$ cat src/hdl/kip_pkg.sv
// Functional notes
// Only key codes and pointer reports reach host
// Nothing flows from host to keyboard/mouse
// Keyboard and mouse may share one port
// Normal only when running, not testing/failed/tampered
// No flow between any two hosts
// No power path host to keyboard/mouse
// Authentication data only to its selected host
// Authentication routing kept apart from keyboard/mouse
// No flow between different peripheral groups
// Microphone present cuts the audio path
// Audio flows host to speaker only
// Aux channel passes negotiation, training, EDID only
// Display EDID reaches host once per reset
// No direct EDID wire host to display
// Query peripherals, enable only authorised types
// Purge held content on switch and start-up
// User purge erases stored configuration
// Tamper disables unit permanently, isolates all
// Self-test or tamper-function failure disables unit
// Self-test at start-up and reset button
// Self-test failure lights front panel lamp
// Selected host always shown, also in reset
// Authentication device power-cycled on host change
// Groups switch independently, each shown
package kip_pkg;
    localparam int KIP_NHOST = 4;
    localparam int KIP_NPORT = 2;
    localparam int KIP_PORT_KBM = 0;
    localparam int KIP_PORT_AUTH = 1;
    localparam int KIP_NTEST = 4;
    localparam int KIP_CLK_NS = 10;
    localparam int KIP_STEP_NS = 1000;
    localparam int KIP_STEP_CYC = (KIP_STEP_NS + KIP_CLK_NS - 1) / KIP_CLK_NS;
    localparam int KIP_AUTH_OFF_NS = 100000;
    localparam int KIP_AUTH_OFF_CYC =
        (KIP_AUTH_OFF_NS + KIP_CLK_NS - 1) / KIP_CLK_NS;
    localparam int KIP_SYNC_CYC = 3;
    localparam int KIP_TMR_W = 8;
    localparam int KIP_OFF_W = 16;
    localparam logic [1:0] KIP_KIND_KEY = 2'h1;
    localparam logic [1:0] KIP_KIND_PTR = 2'h2;
    localparam logic [1:0] KIP_AUX_NEG = 2'h0;
    localparam logic [1:0] KIP_AUX_TRAIN = 2'h1;
    localparam logic [1:0] KIP_AUX_EDID = 2'h2;
    localparam logic [7:0] KIP_CLS_HID = 8'h03;
    localparam logic [7:0] KIP_CLS_AUTH = 8'h0b;
    localparam logic [3:0] KIP_SEL_RST = 4'h1;

    typedef enum logic [2:0] {
        KIP_ST_INIT = 3'b000,
        KIP_ST_TEST = 3'b001,
        KIP_ST_CFG = 3'b010,
        KIP_ST_RUN = 3'b011,
        KIP_ST_FAIL = 3'b100,
        KIP_ST_TAMP = 3'b101
    } kip_state_t;

    typedef struct packed {
        logic [1:0] kind;
        logic [7:0] code;
    } kip_hid_t;

    typedef struct packed {
        logic [3:0] dest;
        kip_hid_t hid;
    } kip_word_t;

    typedef struct packed {
        logic [3:0] sel_btn;
        logic [3:0] auth_btn;
        logic rst_btn;
        logic purge_btn;
        logic tamper;
        logic batt_ok;
        logic tamper_nv;
        logic tamper_fn_ok;
        logic mic;
        logic [1:0] attach;
        logic [3:0] st_pass;
    } kip_pins_t;
endpackage

$ cat src/hdl/kip_switch_unit.sv
`timescale 1ns/1ps
`default_nettype none
module kip_switch_unit #(
    parameter int AUTH_OFF_CYC = kip_pkg::KIP_AUTH_OFF_CYC
) (
    // Clock and reset
    input wire logic i_clk_sys,
    input wire logic i_sys_rst,
    // Front panel, enclosure and probe pins
    input wire kip_pkg::kip_pins_t i_pins,
    // Keyboard and mouse reports from the shared port
    input wire logic i_hid_valid,
    input wire kip_pkg::kip_hid_t i_hid,
    output logic o_hid_in_ready,
    // Reports towards the hosts
    output logic o_hid_valid,
    output kip_pkg::kip_word_t o_hid,
    input wire logic i_hid_ready,
    // Peripheral enumeration
    input wire logic [1:0] i_enum_valid,
    input wire logic [15:0] i_enum_class,
    output logic [1:0] o_query,
    output logic [1:0] o_periph_en,
    // Display and audio
    input wire logic i_aux_valid,
    input wire logic [1:0] i_aux_kind,
    input wire logic i_edid_xfer,
    output logic o_aux_pass,
    output logic o_aux_block,
    output logic o_edid_pass,
    output logic o_edid_direct,
    output logic [3:0] o_audio_route,
    output logic o_audio_rev_en,
    // Isolation gates
    output logic o_kbm_rev_en,
    output logic o_kbm_host_pwr_en,
    output logic [3:0] o_auth_route,
    output logic o_auth_pwr_en,
    // Housekeeping and indication
    output logic o_buf_purge,
    output logic o_cfg_erase,
    output logic o_tamper_nv_set,
    output logic o_fail_led,
    output logic o_normal,
    output logic [3:0] o_sel_led,
    output logic [3:0] o_auth_led
);
    import kip_pkg::*;

    kip_pins_t s1_r, s2_r, prev_r;
    kip_state_t state_r;
    logic [1:0] step_r;
    logic [KIP_TMR_W-1:0] tmr_r;
    logic [3:0] sel_r, auth_sel_r;
    logic [KIP_OFF_W-1:0] off_r;
    logic edid_used_r;
    logic [1:0] pend_r, wait_r;
    logic normal, tamper_ev, step_done, sel_chg, auth_chg;
    logic [3:0] sel_rise, auth_rise;
    logic hid_ok, buf_rdy, flush;

    // Pins pass two flops; the second is read, and a third flop holds its previous value for edge detection
    always_ff @(posedge i_clk_sys or posedge i_sys_rst) begin
        if (i_sys_rst) begin
            s1_r <= '0;
            s2_r <= '0;
            prev_r <= '0;
        end else begin
            s1_r <= i_pins;
            s2_r <= s1_r;
            prev_r <= s2_r;
        end
    end

    assign normal = (state_r == KIP_ST_RUN);
    assign tamper_ev = s2_r.tamper | ~s2_r.batt_ok | s2_r.tamper_nv;
    assign step_done = (tmr_r == KIP_TMR_W'(KIP_STEP_CYC - 1));
    assign sel_rise = s2_r.sel_btn & ~prev_r.sel_btn;
    assign auth_rise = s2_r.auth_btn & ~prev_r.auth_btn;
    assign sel_chg = normal && $onehot(sel_rise) && (sel_rise != sel_r);
    assign auth_chg = normal && $onehot(auth_rise)
        && (auth_rise != auth_sel_r);

    // Mode sequencer
    always_ff @(posedge i_clk_sys or posedge i_sys_rst) begin
        if (i_sys_rst) begin
            state_r <= KIP_ST_INIT;
            step_r <= 2'h0;
            tmr_r <= '0;
        end else if (state_r != KIP_ST_INIT && tamper_ev) begin
            state_r <= KIP_ST_TAMP;
        end else begin
            case (state_r)
                KIP_ST_INIT: begin
                    tmr_r <= tmr_r + 8'h01;
                    if (tmr_r == KIP_TMR_W'(KIP_SYNC_CYC - 1)) begin
                        state_r <= KIP_ST_TEST;
                        tmr_r <= '0;
                        step_r <= 2'h0;
                    end
                end
                KIP_ST_TEST: begin
                    tmr_r <= tmr_r + 8'h01;
                    if (!s2_r.tamper_fn_ok) begin
                        state_r <= KIP_ST_FAIL;
                    end else if (step_done) begin
                        tmr_r <= '0;
                        step_r <= step_r + 2'h1;
                        if (!s2_r.st_pass[step_r]) begin
                            state_r <= KIP_ST_FAIL;
                        end else if (step_r == 2'(KIP_NTEST - 1)) begin
                            state_r <= KIP_ST_RUN;
                        end
                    end
                end
                KIP_ST_RUN: begin
                    tmr_r <= '0;
                    step_r <= 2'h0;
                    if (!s2_r.tamper_fn_ok) begin
                        state_r <= KIP_ST_FAIL;
                    end else if (s2_r.rst_btn && !prev_r.rst_btn) begin
                        state_r <= KIP_ST_TEST;
                    end else if (s2_r.purge_btn && !prev_r.purge_btn) begin
                        state_r <= KIP_ST_CFG;
                    end
                end
                KIP_ST_CFG: state_r <= KIP_ST_INIT;
                KIP_ST_FAIL: state_r <= KIP_ST_FAIL;
                KIP_ST_TAMP: state_r <= KIP_ST_TAMP;
                default: state_r <= KIP_ST_TAMP;
            endcase
        end
    end

    // Host selections per group; purge restores the defaults
    always_ff @(posedge i_clk_sys or posedge i_sys_rst) begin
        if (i_sys_rst) begin
            sel_r <= KIP_SEL_RST;
            auth_sel_r <= KIP_SEL_RST;
        end else begin
            if (state_r == KIP_ST_CFG) begin
                sel_r <= KIP_SEL_RST;
                auth_sel_r <= KIP_SEL_RST;
            end else begin
                if (sel_chg) begin
                    sel_r <= sel_rise;
                end
                if (auth_chg) begin
                    auth_sel_r <= auth_rise;
                end
            end
        end
    end

    // Authentication device is held unpowered after a host change
    always_ff @(posedge i_clk_sys or posedge i_sys_rst) begin
        if (i_sys_rst) begin
            off_r <= '0;
        end else if (auth_chg) begin
            off_r <= KIP_OFF_W'(AUTH_OFF_CYC);
        end else if (off_r != '0) begin
            off_r <= off_r - 16'h0001;
        end
    end

    // Peripheral query and admission, one engine per console port
    genvar p;
    generate
        for (p = 0; p < KIP_NPORT; p++) begin : g_port
            localparam logic [7:0] CLS =
                (p == KIP_PORT_AUTH) ? KIP_CLS_AUTH : KIP_CLS_HID;
            always_ff @(posedge i_clk_sys or posedge i_sys_rst) begin
                if (i_sys_rst) begin
                    pend_r[p] <= 1'b1;
                    wait_r[p] <= 1'b0;
                    o_query[p] <= 1'b0;
                    o_periph_en[p] <= 1'b0;
                end else begin
                    o_query[p] <= 1'b0;
                    if (!s2_r.attach[p]) begin
                        o_periph_en[p] <= 1'b0;
                        wait_r[p] <= 1'b0;
                        pend_r[p] <= 1'b1;
                    end else if (pend_r[p] && state_r != KIP_ST_INIT) begin
                        o_query[p] <= 1'b1;
                        pend_r[p] <= 1'b0;
                        wait_r[p] <= 1'b1;
                    end else if (wait_r[p] && i_enum_valid[p]) begin
                        wait_r[p] <= 1'b0;
                        o_periph_en[p] <=
                            (i_enum_class[8*p +: 8] == CLS);
                    end
                end
            end
        end
    endgenerate

    // Shared port carries keys and pointer reports alike
    assign hid_ok = i_hid_valid && normal && o_periph_en[KIP_PORT_KBM]
        && (i_hid.kind == KIP_KIND_KEY || i_hid.kind == KIP_KIND_PTR);
    // Held words are dropped on a switch and outside normal operation
    assign flush = sel_chg || !normal;

    // Word is taken when valid and ready; words that fail are dropped
    kip_buf2 u_buf (
        .i_clk_sys(i_clk_sys),
        .i_sys_rst(i_sys_rst),
        .i_flush(flush),
        .i_valid(hid_ok),
        .i_data({sel_r, i_hid}),
        .o_ready(buf_rdy),
        .o_valid(o_hid_valid),
        .o_data(o_hid),
        .i_ready(i_hid_ready)
    );
    assign o_hid_in_ready = buf_rdy;

    // Routing gates, purge and erase strobes
    always_ff @(posedge i_clk_sys or posedge i_sys_rst) begin
        if (i_sys_rst) begin
            o_kbm_rev_en <= 1'b0;
            o_kbm_host_pwr_en <= 1'b0;
            o_audio_rev_en <= 1'b0;
            o_edid_direct <= 1'b0;
            o_audio_route <= '0;
            o_auth_route <= '0;
            o_auth_pwr_en <= 1'b0;
            o_buf_purge <= 1'b1;
            o_cfg_erase <= 1'b0;
        end else begin
            o_kbm_rev_en <= 1'b0;
            o_kbm_host_pwr_en <= 1'b0;
            o_audio_rev_en <= 1'b0;
            o_edid_direct <= 1'b0;
            o_audio_route <= (normal && !s2_r.mic) ? sel_r : 4'h0;
            // Own selection, own gate
            o_auth_route <= (normal && o_periph_en[KIP_PORT_AUTH]
                && off_r == '0 && !auth_chg) ? auth_sel_r : 4'h0;
            o_auth_pwr_en <= normal && off_r == '0 && !auth_chg;
            o_buf_purge <= sel_chg || state_r == KIP_ST_INIT;
            o_cfg_erase <= (state_r == KIP_ST_CFG);
        end
    end

    // Display side filter
    always_ff @(posedge i_clk_sys or posedge i_sys_rst) begin
        if (i_sys_rst) begin
            o_aux_pass <= 1'b0;
            o_aux_block <= 1'b0;
            o_edid_pass <= 1'b0;
            edid_used_r <= 1'b0;
        end else begin
            o_aux_pass <= i_aux_valid && normal && (i_aux_kind == KIP_AUX_NEG
                || i_aux_kind == KIP_AUX_TRAIN
                || i_aux_kind == KIP_AUX_EDID);
            o_aux_block <= i_aux_valid && !(normal
                && i_aux_kind != 2'h3);
            o_edid_pass <= i_edid_xfer && normal && !edid_used_r;
            if (state_r == KIP_ST_INIT) begin
                edid_used_r <= 1'b0;
            end else if (i_edid_xfer && normal) begin
                edid_used_r <= 1'b1;
            end
        end
    end

    // Indicators and mode outputs
    always_ff @(posedge i_clk_sys or posedge i_sys_rst) begin
        if (i_sys_rst) begin
            o_sel_led <= KIP_SEL_RST;
            o_auth_led <= KIP_SEL_RST;
            o_fail_led <= 1'b0;
            o_normal <= 1'b0;
            o_tamper_nv_set <= 1'b0;
        end else begin
            o_sel_led <= sel_r;
            o_auth_led <= auth_sel_r;
            o_fail_led <= state_r == KIP_ST_FAIL
                || state_r == KIP_ST_TAMP;
            o_normal <= normal;
            o_tamper_nv_set <= o_tamper_nv_set
                || state_r == KIP_ST_TAMP;
        end
    end
endmodule // kip_switch_unit
`default_nettype wire

$ cat src/hdl/kip_buf2.sv
`timescale 1ns/1ps
`default_nettype none
module kip_buf2 (
    // Clock, reset and flush
    input wire logic i_clk_sys,
    input wire logic i_sys_rst,
    input wire logic i_flush,
    // Fill side
    input wire logic i_valid,
    input wire kip_pkg::kip_word_t i_data,
    output logic o_ready,
    // Drain side
    output logic o_valid,
    output kip_pkg::kip_word_t o_data,
    input wire logic i_ready
);
    import kip_pkg::*;

    kip_word_t skid_r;
    logic skid_vld_r;

    // Ready is kept as a flop, always the inverse of the second entry
    // Second entry catches a word while the drain side stalls
    always_ff @(posedge i_clk_sys or posedge i_sys_rst) begin
        if (i_sys_rst) begin
            o_valid <= 1'b0;
            o_data <= '0;
            skid_vld_r <= 1'b0;
            skid_r <= '0;
            o_ready <= 1'b1;
        end else if (i_flush) begin
            o_valid <= 1'b0;
            skid_vld_r <= 1'b0;
            o_ready <= 1'b1;
        end else if (!o_valid || i_ready) begin
            if (skid_vld_r) begin
                o_valid <= 1'b1;
                o_data <= skid_r;
                skid_vld_r <= 1'b0;
                o_ready <= 1'b1;
            end else begin
                o_valid <= i_valid;
                o_data <= i_data;
            end
        end else if (i_valid && !skid_vld_r) begin
            skid_r <= i_data;
            skid_vld_r <= 1'b1;
            o_ready <= 1'b0;
        end
    end
endmodule // kip_buf2
`default_nettype wire

$ cat config.mk
export PLATFORM = sky130hd
export DESIGN_NAME = kip_switch_unit
export DESIGN_NICKNAME = d
export VERILOG_FILES = /design/src/hdl/kip_pkg.sv /design/src/hdl/kip_switch_unit.sv /design/src/hdl/kip_buf2.sv
export SDC_FILE = /design/constraint.sdc
export NUM_CORES = 1
export LEC_CHECK = 0
export BUFFER_PORTS_ARGS = -buffer_cell sky130_fd_sc_hd__buf_2
export CELL_PAD_IN_SITES_DETAIL_PLACEMENT = 0
export CELL_PAD_IN_SITES_GLOBAL_PLACEMENT = 2
export CORE_MARGIN = 5
export CORE_UTILIZATION = 37
export DETAILED_ROUTE_END_ITERATION = 8
export GPL_ROUTABILITY_DRIVEN = 0
export PLACE_DENSITY = 0.83
export SYNTH_ARGS = -nofsm -noshare
export SYNTH_HDL_FRONTEND = slang
export SYNTH_SLANG_ARGS = --single-unit
$ cat constraint.sdc
create_clock -name i_clk_sys -period 5.35 [get_ports i_clk_sys]
set_input_delay 0.2675 -clock i_clk_sys [delete_from_list [all_inputs] [get_ports i_clk_sys]]
set_output_delay 0.2675 -clock i_clk_sys [all_outputs]
set_load 0.02 [all_outputs]
==> impl_results.md, run 1 <==
* Status: finished clean
* Largest net degree at the start of global routing at just over 90
* Peak supply drop at 0.3301 mV
* Clk_skew at ~0.012 ns
* Ports at between 100 and 150
* Initial antenna violation count at 0
* Height of the chip at roughly 140 microns
* Main area contributors after synthesis: dfrtp_1 (60%), mux2_2 (8.1%), dfstp_2 (3.4%)
* Fin. Hold Viols at 0
* Total GRT Usage at 0.1375
* Distinct cells, synth at between 50 and 60
* Max-Cap Viols at 0
* Setup TNS Final at 0 ns
* CTS Buffer Depth at 2
* Share of cells above drive strength 1 at 0.3153
* R2r worst-path depth at 9
* Dominant synthesized flop cell: dfrtp_1
* Synthesis-to-finish area growth at 24.77%
* Vias at a little over 4000
* Clock insertion delay at the later pin of the skew report at between 0.4 and 0.5 ns
* Final design utilization at 0.4651
* Site row count at 47
* CTS tree: done
* Setup Slack @ Placement at about 2.0 ns
* Critical Path RT at between 5 and 6 ns
* Yosys top cell area share at 0.5974
* Core area at about 16000 sq um
* Initial drt markers at around 150
* Routed Antenna Nets at 0
* Yosys top cell by area: dfrtp_1
* CTS Buf Count at 17
* Filler cell count at 1515
* Sequential cell area fraction in the yosys report at 0.6318
* FMAX at 0.3036 GHz
* Syn Area/Cell at about 13 sq um
* Critical path type: reg2reg
* N_diodes at 0
* Initial Util at 0.3728
* Final min period at about 3.3 ns
* Hold Path Class: in2async
* Root buffer cell: clkbuf_16
* #FFs+latches synth at 154
* Setup violators final at 0
* Routed wire length at ~13000 microns
* Worst slew margin at 0.2611
* Htree depth at 4
* CTS sink cnt at between 150 and 200
* Period utilisation layout at 0.6156
* Multi-input gate area at ~2200 sq um
* Synth Instances at slightly below 500
* Detailed placer's ending HPWL at 8710 microns
* Area of the die at between 15000 and 20000 sq um
* First-pass GRT wire length at 21410 microns
* P_leak at approximately 3.6 nW
* Final-stage net count at between 600 and 700
* Via-to-Cell Ratio at ~4.8
* Synth warn at 0
* Die X at about 140 microns
* Crit path DAT at approximately 3.6 ns
* Worst Setup End Kind: flip-flop
* Worst-path clk slew at ~0.060 ns
* Gr ovfl total at 0
* Post-synth top cells: dfrtp_1 (146), nand2_1 (46), mux2_2 (44)
* Worst-margin pin slew at about 1.1 ns
* Slew Viols, Final at 0
* Number of global-route vias before repair at 4253
* Routed wire length per instance at ~15 microns
* Worst Setup Start Kind: flip-flop
* Most common cell in the synthesized netlist: dfrtp_1
* RSZ-0062 raised after global routing: no
* Post-synth EDFFs at 0
* Critical Path Fanout Max at 14
* Synthesized cell area at about 6100 sq um
* Input/output buffers at 101
* Residual DRC at 0
* Drt pass-1 iters at 4
* Pwr/cell area at 356.8 nW/um^2
* Post-synthesis async set-or-reset flop share at 1.000
* Setup slack after layout at between 2 and 2.5 ns
* Sequential Area at around 3900 sq um
==> through the flow <==
| stage | power (mW) | hold slack [ns] | std cells | area (sq um) |
|---|---|---|---|---|
| floorplan | 1.522 | 0.2989 | 488 | 6127 |
| global placement | 1.596 | 0.3344 | 796 | 6867 |
| detailed placement | 1.610 | 0.3347 | 796 | 6867 |
| CTS | 2.762 | 0.04195 | 848 | 7631 |
| global route | 2.869 | 0.05763 | 848 | 7631 |
| finish | 2.722 | 0.009521 | 848 | 7631 |
==> state kept, by name, summed over array words and instances, names as in the netlist, 2 cells and up <==
register	cells
prev_r	10
s2_r	21
sel_r	4
o_periph_en	2
o_query	2
s1_r	21
u_buf.o_data	14
tmr_r	8
o_sel_led	4
o_auth_led	4
auth_sel_r	4
wait_r	2
u_buf.skid_r	14
o_audio_route	4
step_r	2
off_r	16
pend_r	2
o_auth_route	4
state_r	3
==> what timing repair did <==
item                                   CTS  global route
endpoints found under the hold margin   21             0
setup buffers                            0             0
hold buffers                            21             0
gates resized for setup                  0             0
==> path summary, 6_finish.rpt <==
| check | from | endpoint | slack [ns] |
|---|---|---|---|
| hold reg to reg | s1_r[13] | s2_r[13] | 0.35 |
| setup / recovery | prev_r[20] | u_buf.o_data[11] | 2.06 |
| min in group i_clk_sys | i_edid_xfer | edid_used_r | 0.06 |
| max in group asynchronous | i_sys_rst | prev_r[20] | 4.05 |
| setup reg to reg | prev_r[20] | u_buf.o_data[11] | 2.06 |
| hold / removal | i_sys_rst | auth_sel_r[1] | 0.01 |
==> cell type report <==
type,count,share of cell area
Sequential cell,154,0.5063
Multi-Input combinational cell,309,0.2837
Timing Repair Buffer,124,0.09575
Clock buffer,21,0.06034
Tap cell,220,0.03607
Clock inverter,10,0.01230
Inverter,10,0.005575
==> critical path, stage by stage (launching register included) <==
cell,delay (ns)
dfrtp_1,0.36
nor2b_1,0.28
fa_1,0.48
ha_1,0.20
ha_1,0.27
nor2_1,0.04
nand2_1,0.05
a41oi_1,0.12
nor3_2,0.94
mux2_2,0.43
==> kinds of logic after synthesis <==
group           synth area share
simple gates              0.1467
flops                     0.6318
compound gates           0.06404
mux                      0.09411
buf+inv                  0.01841
xor+xnor                 0.02148
fa+ha+maj                0.02291
other cells            0.0006132
==> where the power goes <==
group	switching, mW	internal [mW]	leakage (nW)
Sequential	0.0730	1.25	1.92
Clock	0.463	0.662	0.265
Combinational	0.149	0.126	1.43
Total	0.685	2.04	3.62
==> cell usage in the layout, fill, tap and decap left out, types with 4 or more instances in the layout <==
master / count
nor2b_1: 16
conb_1: 4
xnor2_1: 11
clkbuf_16: 17
inv_1: 9
nor2_1: 28
nand2b_1: 10
o21ai_0: 17
dlygate4sd3_1: 21
buf_2: 101
or3_1: 5
or4_1: 4
mux2i_1: 8
nor3_1: 15
and3_1: 8
xor2_1: 4
dfrtp_1: 146
dfstp_2: 8
nand2_1: 46
ha_1: 8
mux2_2: 44
a21oi_1: 13
nor3b_1: 5
nor4_1: 4
nand3_1: 13
==> routing by layer <==
metal | track usage | vias to the layer above | wire length [microns]
met3 | 0.04862 | 13 | 636
li1 | - | 1945 | -
met4 | 0.04472 | 0 | 163
met1 | 0.1786 | 2006 | 5683
met2 | 0.2169 | 91 | 6036
met5 | 0 | - | 0
No activity file was read; power rests on OpenSTA's default activity.
==> inputs of run 2 (changes only) <==
--- a/config.mk
+++ b/config.mk
@@ -5,11 +5,12 @@
 export SDC_FILE = /design/constraint.sdc
 export NUM_CORES = 1
 export LEC_CHECK = 0
+export ABC_AREA = 1
 export BUFFER_PORTS_ARGS = -buffer_cell sky130_fd_sc_hd__buf_2
 export CELL_PAD_IN_SITES_DETAIL_PLACEMENT = 0
 export CELL_PAD_IN_SITES_GLOBAL_PLACEMENT = 2
 export CORE_MARGIN = 5
-export CORE_UTILIZATION = 37
+export CORE_UTILIZATION = 34
 export DETAILED_ROUTE_END_ITERATION = 8
 export GPL_ROUTABILITY_DRIVEN = 0
 export PLACE_DENSITY = 0.83
==> constraint.sdc (replaced) <==
create_clock -name i_clk_sys -period 3.15 [get_ports i_clk_sys]
set_input_delay 0.1575 -clock i_clk_sys [delete_from_list [all_inputs] [get_ports i_clk_sys]]
set_output_delay 0.1575 -clock i_clk_sys [all_outputs]
set_load 0.02 [all_outputs]
==> run 2 against run 1 <==
  * Sequential share of layout area is 2.8 points lower
  * First-iteration DRC count up 59%
  * Largest power group unchanged
  * Sequential power increased by 69%
  * Worst setup slack worse by 1.5 ns
==> impl_results.md, run 2 <==
* Status: finished clean
* Input/output buffers at 101
* N_diodes at 0
* Cell internal pwr at around 3.6 mW
* Sw frac at 0.2625
* Clk_skew at approximately 0.012 ns
* CTS Buf Count at 17
* Routed Antenna Nets at 0
* Share of total power in combinational logic at 0.122
* Multi-input gate area at roughly 2100 sq um
* Hold WS at roughly 0.028 ns
* Critical Path RT at around 3.5 ns
* CTS tree: done
* Post-synth top cells: nand2_1 (211), dfrtp_1 (146), inv_1 (71)
* Largest net degree at the start of global routing at 61
* Metal3 WL at 738 microns
* Clock insertion delay at the later pin of the skew report at roughly 0.42 ns
* Post-synthesis async set-or-reset flop share at 1.000
* Sequential cell area fraction in the yosys report at 0.6091
* CTS Buffer Depth at 2
* Most common cell in the synthesized netlist: nand2_1
* Crit path DAT at between 2 and 3 ns
* Clk network pwr share at 0.423
* Setup violators final at 0
* Worst Setup End Kind: flip-flop
* Number of global-route vias before repair at approximately 5000
* Worst-path clk slew at approximately 0.06 ns
* Share of cells above drive strength 1 at 0.1947
* Synth warn at 0
* Total GRT Usage at 0.1420
* Setup Slack @ Placement at 0.5260 ns
* Met1 WL at around 6700 microns
* Filler cell count at 1805
* Largest regs: s1_r: 21 flops, s2_r: 21 flops, off_r: 16 flops
* Drt pass-1 iters at 5
* Highest metal used: met4
* Routed wire length per instance at 13.59 microns
* Area of the die at approximately 21000 sq um
* Final-stage net count at approximately 900
* Slew Viols, Final at 0
* Sequential Area at just under 4000 sq um
* Gr ovfl total at 0
* Design area at 8070 sq um
* Syn Area/Cell at about 9.5 sq um
* Hold Path Class: in2reg
* Area after DPL at ~7000 sq um
* Routed wire length at about 14000 microns
* Synthesis-to-finish area growth at 27.22%
* Dominant synthesized flop cell: dfrtp_1
* Vias at between 4000 and 5000
* Setup slack after layout at between 0.5 and 0.6 ns
* Register share of total power at 0.455
* Residual DRC at 0
* Yosys top cell by area: dfrtp_1
* Worst-margin pin slew at ~0.86 ns
* Synthesized cell area at approximately 6300 sq um
* Pwr Total at ~4.9 mW
* Critical path type: reg2reg
* #FFs+latches synth at between 150 and 200
* Period utilisation layout at 0.8260
* Htree depth at 4
* Pwr/cell area at roughly 600 nW/um^2
* Commonest cells after routing, fill and taps aside: nand2_1 (211), dfrtp_1 (146), buf_2 (101), inv_1 (70), nor2_1 (65)
* Synth Instances at around 670
* Core area at approximately 19000 sq um
* Die X at between 100 and 150 microns
* Height of the chip at between 100 and 150 microns
* Max-Cap Viols at 0
* Post-synth EDFFs at 0
* Site row count at 50
* Initial drt markers at 240
* WL met2 at between 6000 and 7000 microns
* Ports at around 110
* Most common cell after layout, fill and taps aside: nand2_1
* Final min period at between 2 and 3 ns
* Via-to-Cell Ratio at 4.500
* RSZ-0062 raised after global routing: no
* Detailed placer's ending HPWL at 10250 microns
* Yosys top cell area share at 0.5759
* Fin. Hold Viols at 0
* Initial Util at 0.3426
* Initial antenna violation count at 0
* Distinct cells, synth at between 40 and 50
* First-pass GRT wire length at about 24000 microns
* FMAX at between 0.3 and 0.4 GHz
* Root buffer cell: clkbuf_16
* Main area contributors after synthesis: dfrtp_1 (58%), nand2_1 (12%), inv_1 (4.2%)
* Critical Path Fanout Max at 16
* Reg2Reg Setup Slack at around 0.55 ns
* Peak supply drop at 0.3771 mV
* Setup TNS Final at 0 ns
* CTS sink cnt at approximately 150
* Net switching power at between 1 and 1.5 mW
* P_leak at roughly 4.3 nW
* Worst Setup Start Kind: flip-flop
* Worst slew margin at 0.4259
run 2: timing repair:
item | CTS | global route
setup endpoints to repair | 0 | 0
buffers inserted | 0 | 0
hold buffers | 35 | 0
hold endpoints to repair | 68 | 0
resized for setup | 0 | 0
run 2: area by class of cell:
class | count | share of cell area
sequential | 154 | 0.4788
timing repair buffer | 141 | 0.1138
clock buffer | 21 | 0.05829
tap | 234 | 0.03628
clock inverter | 11 | 0.01612
multi-input combinational | 430 | 0.2611
inverter | 75 | 0.03566
run 2: stage by stage:
step / std cells / utilization
6_report: 1066 / 0.4358
5_1_grt: 1066 / 0.4358
4_1_cts: 1066 / 0.4358
3_5_place_dp: 999 / 0.3845
3_3_place_gp: 999 / 0.3845
2_1_floorplan: 674 / -
run 2: cells by family (layout without fill, tap and decap cells):
kind of cell,Yosys count,after routing,synth area share
other cells,1,4,0.0005911
buf+inv,90,248,0.06055
simple gates,347,347,0.2373
compound gates,51,51,0.04556
flops,154,154,0.6091
xor+xnor,18,18,0.02485
fa+ha+maj,10,10,0.02209
run 2: path summary, 6_finish.rpt:
kind | startpoint | end | cells after the start
min reg2reg | s1_r[1] | s2_r[1] | 0
min | i_enum_class[14] | o_periph_en[1] | 4
max in group asynchronous | i_sys_rst | u_buf.o_ready | 4
max reg2reg | s2_r[14] | o_auth_route[2] | 10
min in group asynchronous | i_sys_rst | wait_r[0] | 3
max | s2_r[14] | o_auth_route[2] | 10
run 2: critical path, cell delays in order, from the launching register on:
cell and delay, ns:
dfrtp_1 0.37, nand2_1 0.11, inv_1 0.09, fa_1 0.48, ha_1 0.20, ha_1 0.26, nor4_1 0.28, nand2_1 0.17
buf_4 0.23, nand4_1 0.21, nor2_1 0.08
run 2: routing by layer:
| layer | vias to the layer above | GRT usage |
|---|---|---|
| met5 | - | 0 |
| met4 | 0 | 0.04892 |
| met3 | 15 | 0.03693 |
| met2 | 123 | 0.2259 |
| met1 | 2251 | 0.1888 |
| li1 | 2408 | - |
run 2: power groups by stage:
stage               logic (mW)  registers [mW]  clock network [mW]
finish                   0.599            2.23                2.07
CTS                      0.605            2.23                2.13
floorplan                0.431            2.24                   0
global placement         0.558            2.26                   0
global route             0.703            2.25                2.22
detailed placement       0.568            2.26                   0
==> inputs of run 3 (changes only) <==
--- a/config.mk
+++ b/config.mk
@@ -10,10 +10,10 @@
 export CELL_PAD_IN_SITES_DETAIL_PLACEMENT = 0
 export CELL_PAD_IN_SITES_GLOBAL_PLACEMENT = 2
 export CORE_MARGIN = 5
-export CORE_UTILIZATION = 34
+export CORE_UTILIZATION = 31
 export DETAILED_ROUTE_END_ITERATION = 8
 export GPL_ROUTABILITY_DRIVEN = 0
-export PLACE_DENSITY = 0.83
+export PLACE_DENSITY = 0.8
 export SYNTH_ARGS = -nofsm -noshare
 export SYNTH_HDL_FRONTEND = slang
 export SYNTH_SLANG_ARGS = --single-unit
==> constraint.sdc (replaced) <==
create_clock -name i_clk_sys -period 2.3 [get_ports i_clk_sys]
set_input_delay 0.115 -clock i_clk_sys [delete_from_list [all_inputs] [get_ports i_clk_sys]]
set_output_delay 0.115 -clock i_clk_sys [all_outputs]
set_load 0.02 [all_outputs]
==> run 3 against run 2 <==
  * The run now ends with setup timing left
  * Worst setup slack lost 0.59 ns
  * Combinational power grew 61%
  * Largest cell class unchanged
  * Cell count grew 6.8%
  * Cell area grew 8.4%
  * Sequential share of layout area shrank 3.7 points
  * Critical path type unchanged
==> impl_results.md, run 3 (synthesized netlist as in run 2, its figures left out) <==
* Status: complete, but fails checks
* Failing checks: setup timing
* Core area at 20170 sq um
* Final min period at 2.337 ns
* Hold WS at approximately 0.014 ns
* FF-to-FF End: o_auth_pwr_en
* Period utilisation layout at 1.016
* P_leak at 4.486 nW
* Share of cells above drive strength 1 at 0.2911
* Ports at between 100 and 150
* R2r worst-path depth at 11
* Initial Util at 0.3145
* Die X at 153.1 microns
* Routed Antenna Nets at 0
* Critical Path Fanout Max at 5
* Via-to-Cell Ratio at approximately 4.3
* Setup crit end: o_auth_pwr_en
* Worst-margin pin slew at between 0.6 and 0.7 ns
* Drt pass-1 iters at 4
* CTS Buf Count at 17
* Critical Path RT at ~2.6 ns
* Root buffer cell: clkbuf_16
* CP Launch Point: s2_r[13]
* Fin. Hold Viols at 0
* Worst Setup End Kind: flip-flop
* Pwr/cell area at a little under 800 nW/um^2
* Worst r2r src: s2_r[13]
* N_diodes at 0
* Peak supply drop at 0.5735 mV
* FMAX at approximately 0.43 GHz
* CTS sink cnt at 154
* Reg2Reg Setup Slack at -0.04 ns
* First-pass GRT wire length at ~27000 microns
* Residual DRC at 0
* CTS tree: done
* Slew Viols, Final at 0
* Largest regs: s1_r: 21 flops, s2_r: 21 flops, off_r: 16 flops
* Hold Path Class: in2reg
* RSZ-0062 raised after global routing: yes
* Total GRT Usage at 0.1410
* Synthesis-to-finish area growth at 37.87%
* Site row count at 52
* Height of the chip at between 150 and 200 microns
* Crit path DAT at about 2.6 ns
* Commonest cells after routing, fill and taps aside: nand2_1 (187), dfrtp_1 (146), buf_2 (101), nor2_1 (62), inv_1 (61)
* Critical path type: reg2reg
* Largest net degree at the start of global routing at a little over 70
* Routed wire length at 15420 microns
* Worst Setup Start Kind: flip-flop
* Max-Cap Viols at 0
* Initial drt markers at between 100 and 150
* Setup slack after layout at -0.03706 ns
* Htree depth at 4
* Clock insertion delay at the later pin of the skew report at between 0.4 and 0.5 ns
* Worst Hold Path Cells at 3
* Most common cell after layout, fill and taps aside: nand2_1
* Number of global-route vias before repair at ~5300
* CTS Buffer Depth at 2
* Detailed placer's ending HPWL at 10910 microns
* Input/output buffers at ~100
* Worst-path clk slew at 0.06 ns
* Clk_skew at roughly 0.0093 ns
* Area of the die at 23420 sq um
* Setup Slack @ Placement at -0.09057 ns
* Gr ovfl total at 0
* Final-stage net count at 923
* Initial antenna violation count at 0
* Setup violators final at 10
* Vias at just under 5000
* Worst slew margin at 0.5701
* Routed wire length per instance at ~14 microns
[run 3: changes by cell type in the layout (fill, tap and decap cells not counted), sizes merged, moves of 2 or more]
cell,before,now
inv,78,74
clkinv,4,9
dlygate4sd3,35,37
clkbuf,21,19
buf,106,140
[run 3: per-layer routing]
| metal | global-route usage | up-vias | part of all wire |
|---|---|---|---|
| met1 | 0.1767 | 2307 | 0.45 |
| met4 | 0.04540 | 0 | 0.016 |
| met5 | 0 | - | 0 |
| li1 | - | 2491 | - |
| met3 | 0.03449 | 18 | 0.038 |
| met2 | 0.2405 | 90 | 0.50 |
[run 3: what timing repair did]
item / in CTS / in global routing
endpoints found under the setup margin: 54 / 60
pin swaps: 10 / 25
resized for setup: 34 / 54
endpoints found under the hold margin: 49 / 0
cloned: 0 / 1
setup buffers: 2 / 6
hold buffers: 37 / 0
[run 3: worst min path at each step]
stage | from | end | slack [ns]
after global routing | i_enum_valid[1] | wait_r[1] | 0.02
after CTS | i_enum_valid[1] | wait_r[1] | 0.004
after floorplan | i_pins[0] | s1_r[0] | 0.15
final | i_enum_valid[1] | wait_r[1] | 0.01
after detailed placement | i_sys_rst | s1_r[17] | 0.09
after global placement | i_sys_rst | s1_r[17] | 0.08
[run 3: cell type report]
class	instances	area (sq um)
Fill cell	1976	11420
Clock buffer	19	452.9
Timing Repair Buffer	177	1256
Tap cell	270	337.8
Clock inverter	13	167.7
Multi-Input combinational cell	431	2365
Inverter	75	302.8
Sequential cell	154	3864
[run 3: metrics by stage]
stage / power, mW / util / TNS [ns] / cells / area (sq um)
floorplan: 3.658 / - / 0 / 674 / 6361
global placement: 3.914 / 0.3653 / -0.7731 / 1062 / 7367
detailed placement: 3.916 / 0.3653 / -2.763 / 1062 / 7367
CTS: 6.997 / 0.4216 / -0.6371 / 1133 / 8503
global route: 7.338 / 0.4336 / -5.021 / 1139 / 8746
finish: 6.959 / 0.4336 / -0.1213 / 1139 / 8746
[run 3: where the power goes]
group	leakage (nW)	total (mW)	switching, mW	internal [mW]
clock	0.305	2.93	1.16	1.78
sequential	1.95	3.06	0.154	2.91
combinational	2.23	0.966	0.545	0.421
total	4.49	6.96	1.85	5.10
[run 3: critical path, stage by stage, from the launching register on]
cell and delay, ns:
dfrtp_1 0.39, nand2_2 0.07, inv_2 0.05, fa_1 0.54, ha_2 0.19, ha_4 0.20, nor4_4 0.26, nand2_4 0.13
buf_12 0.17, buf_8 0.14, nand2_2 0.05, nor2_1 0.03
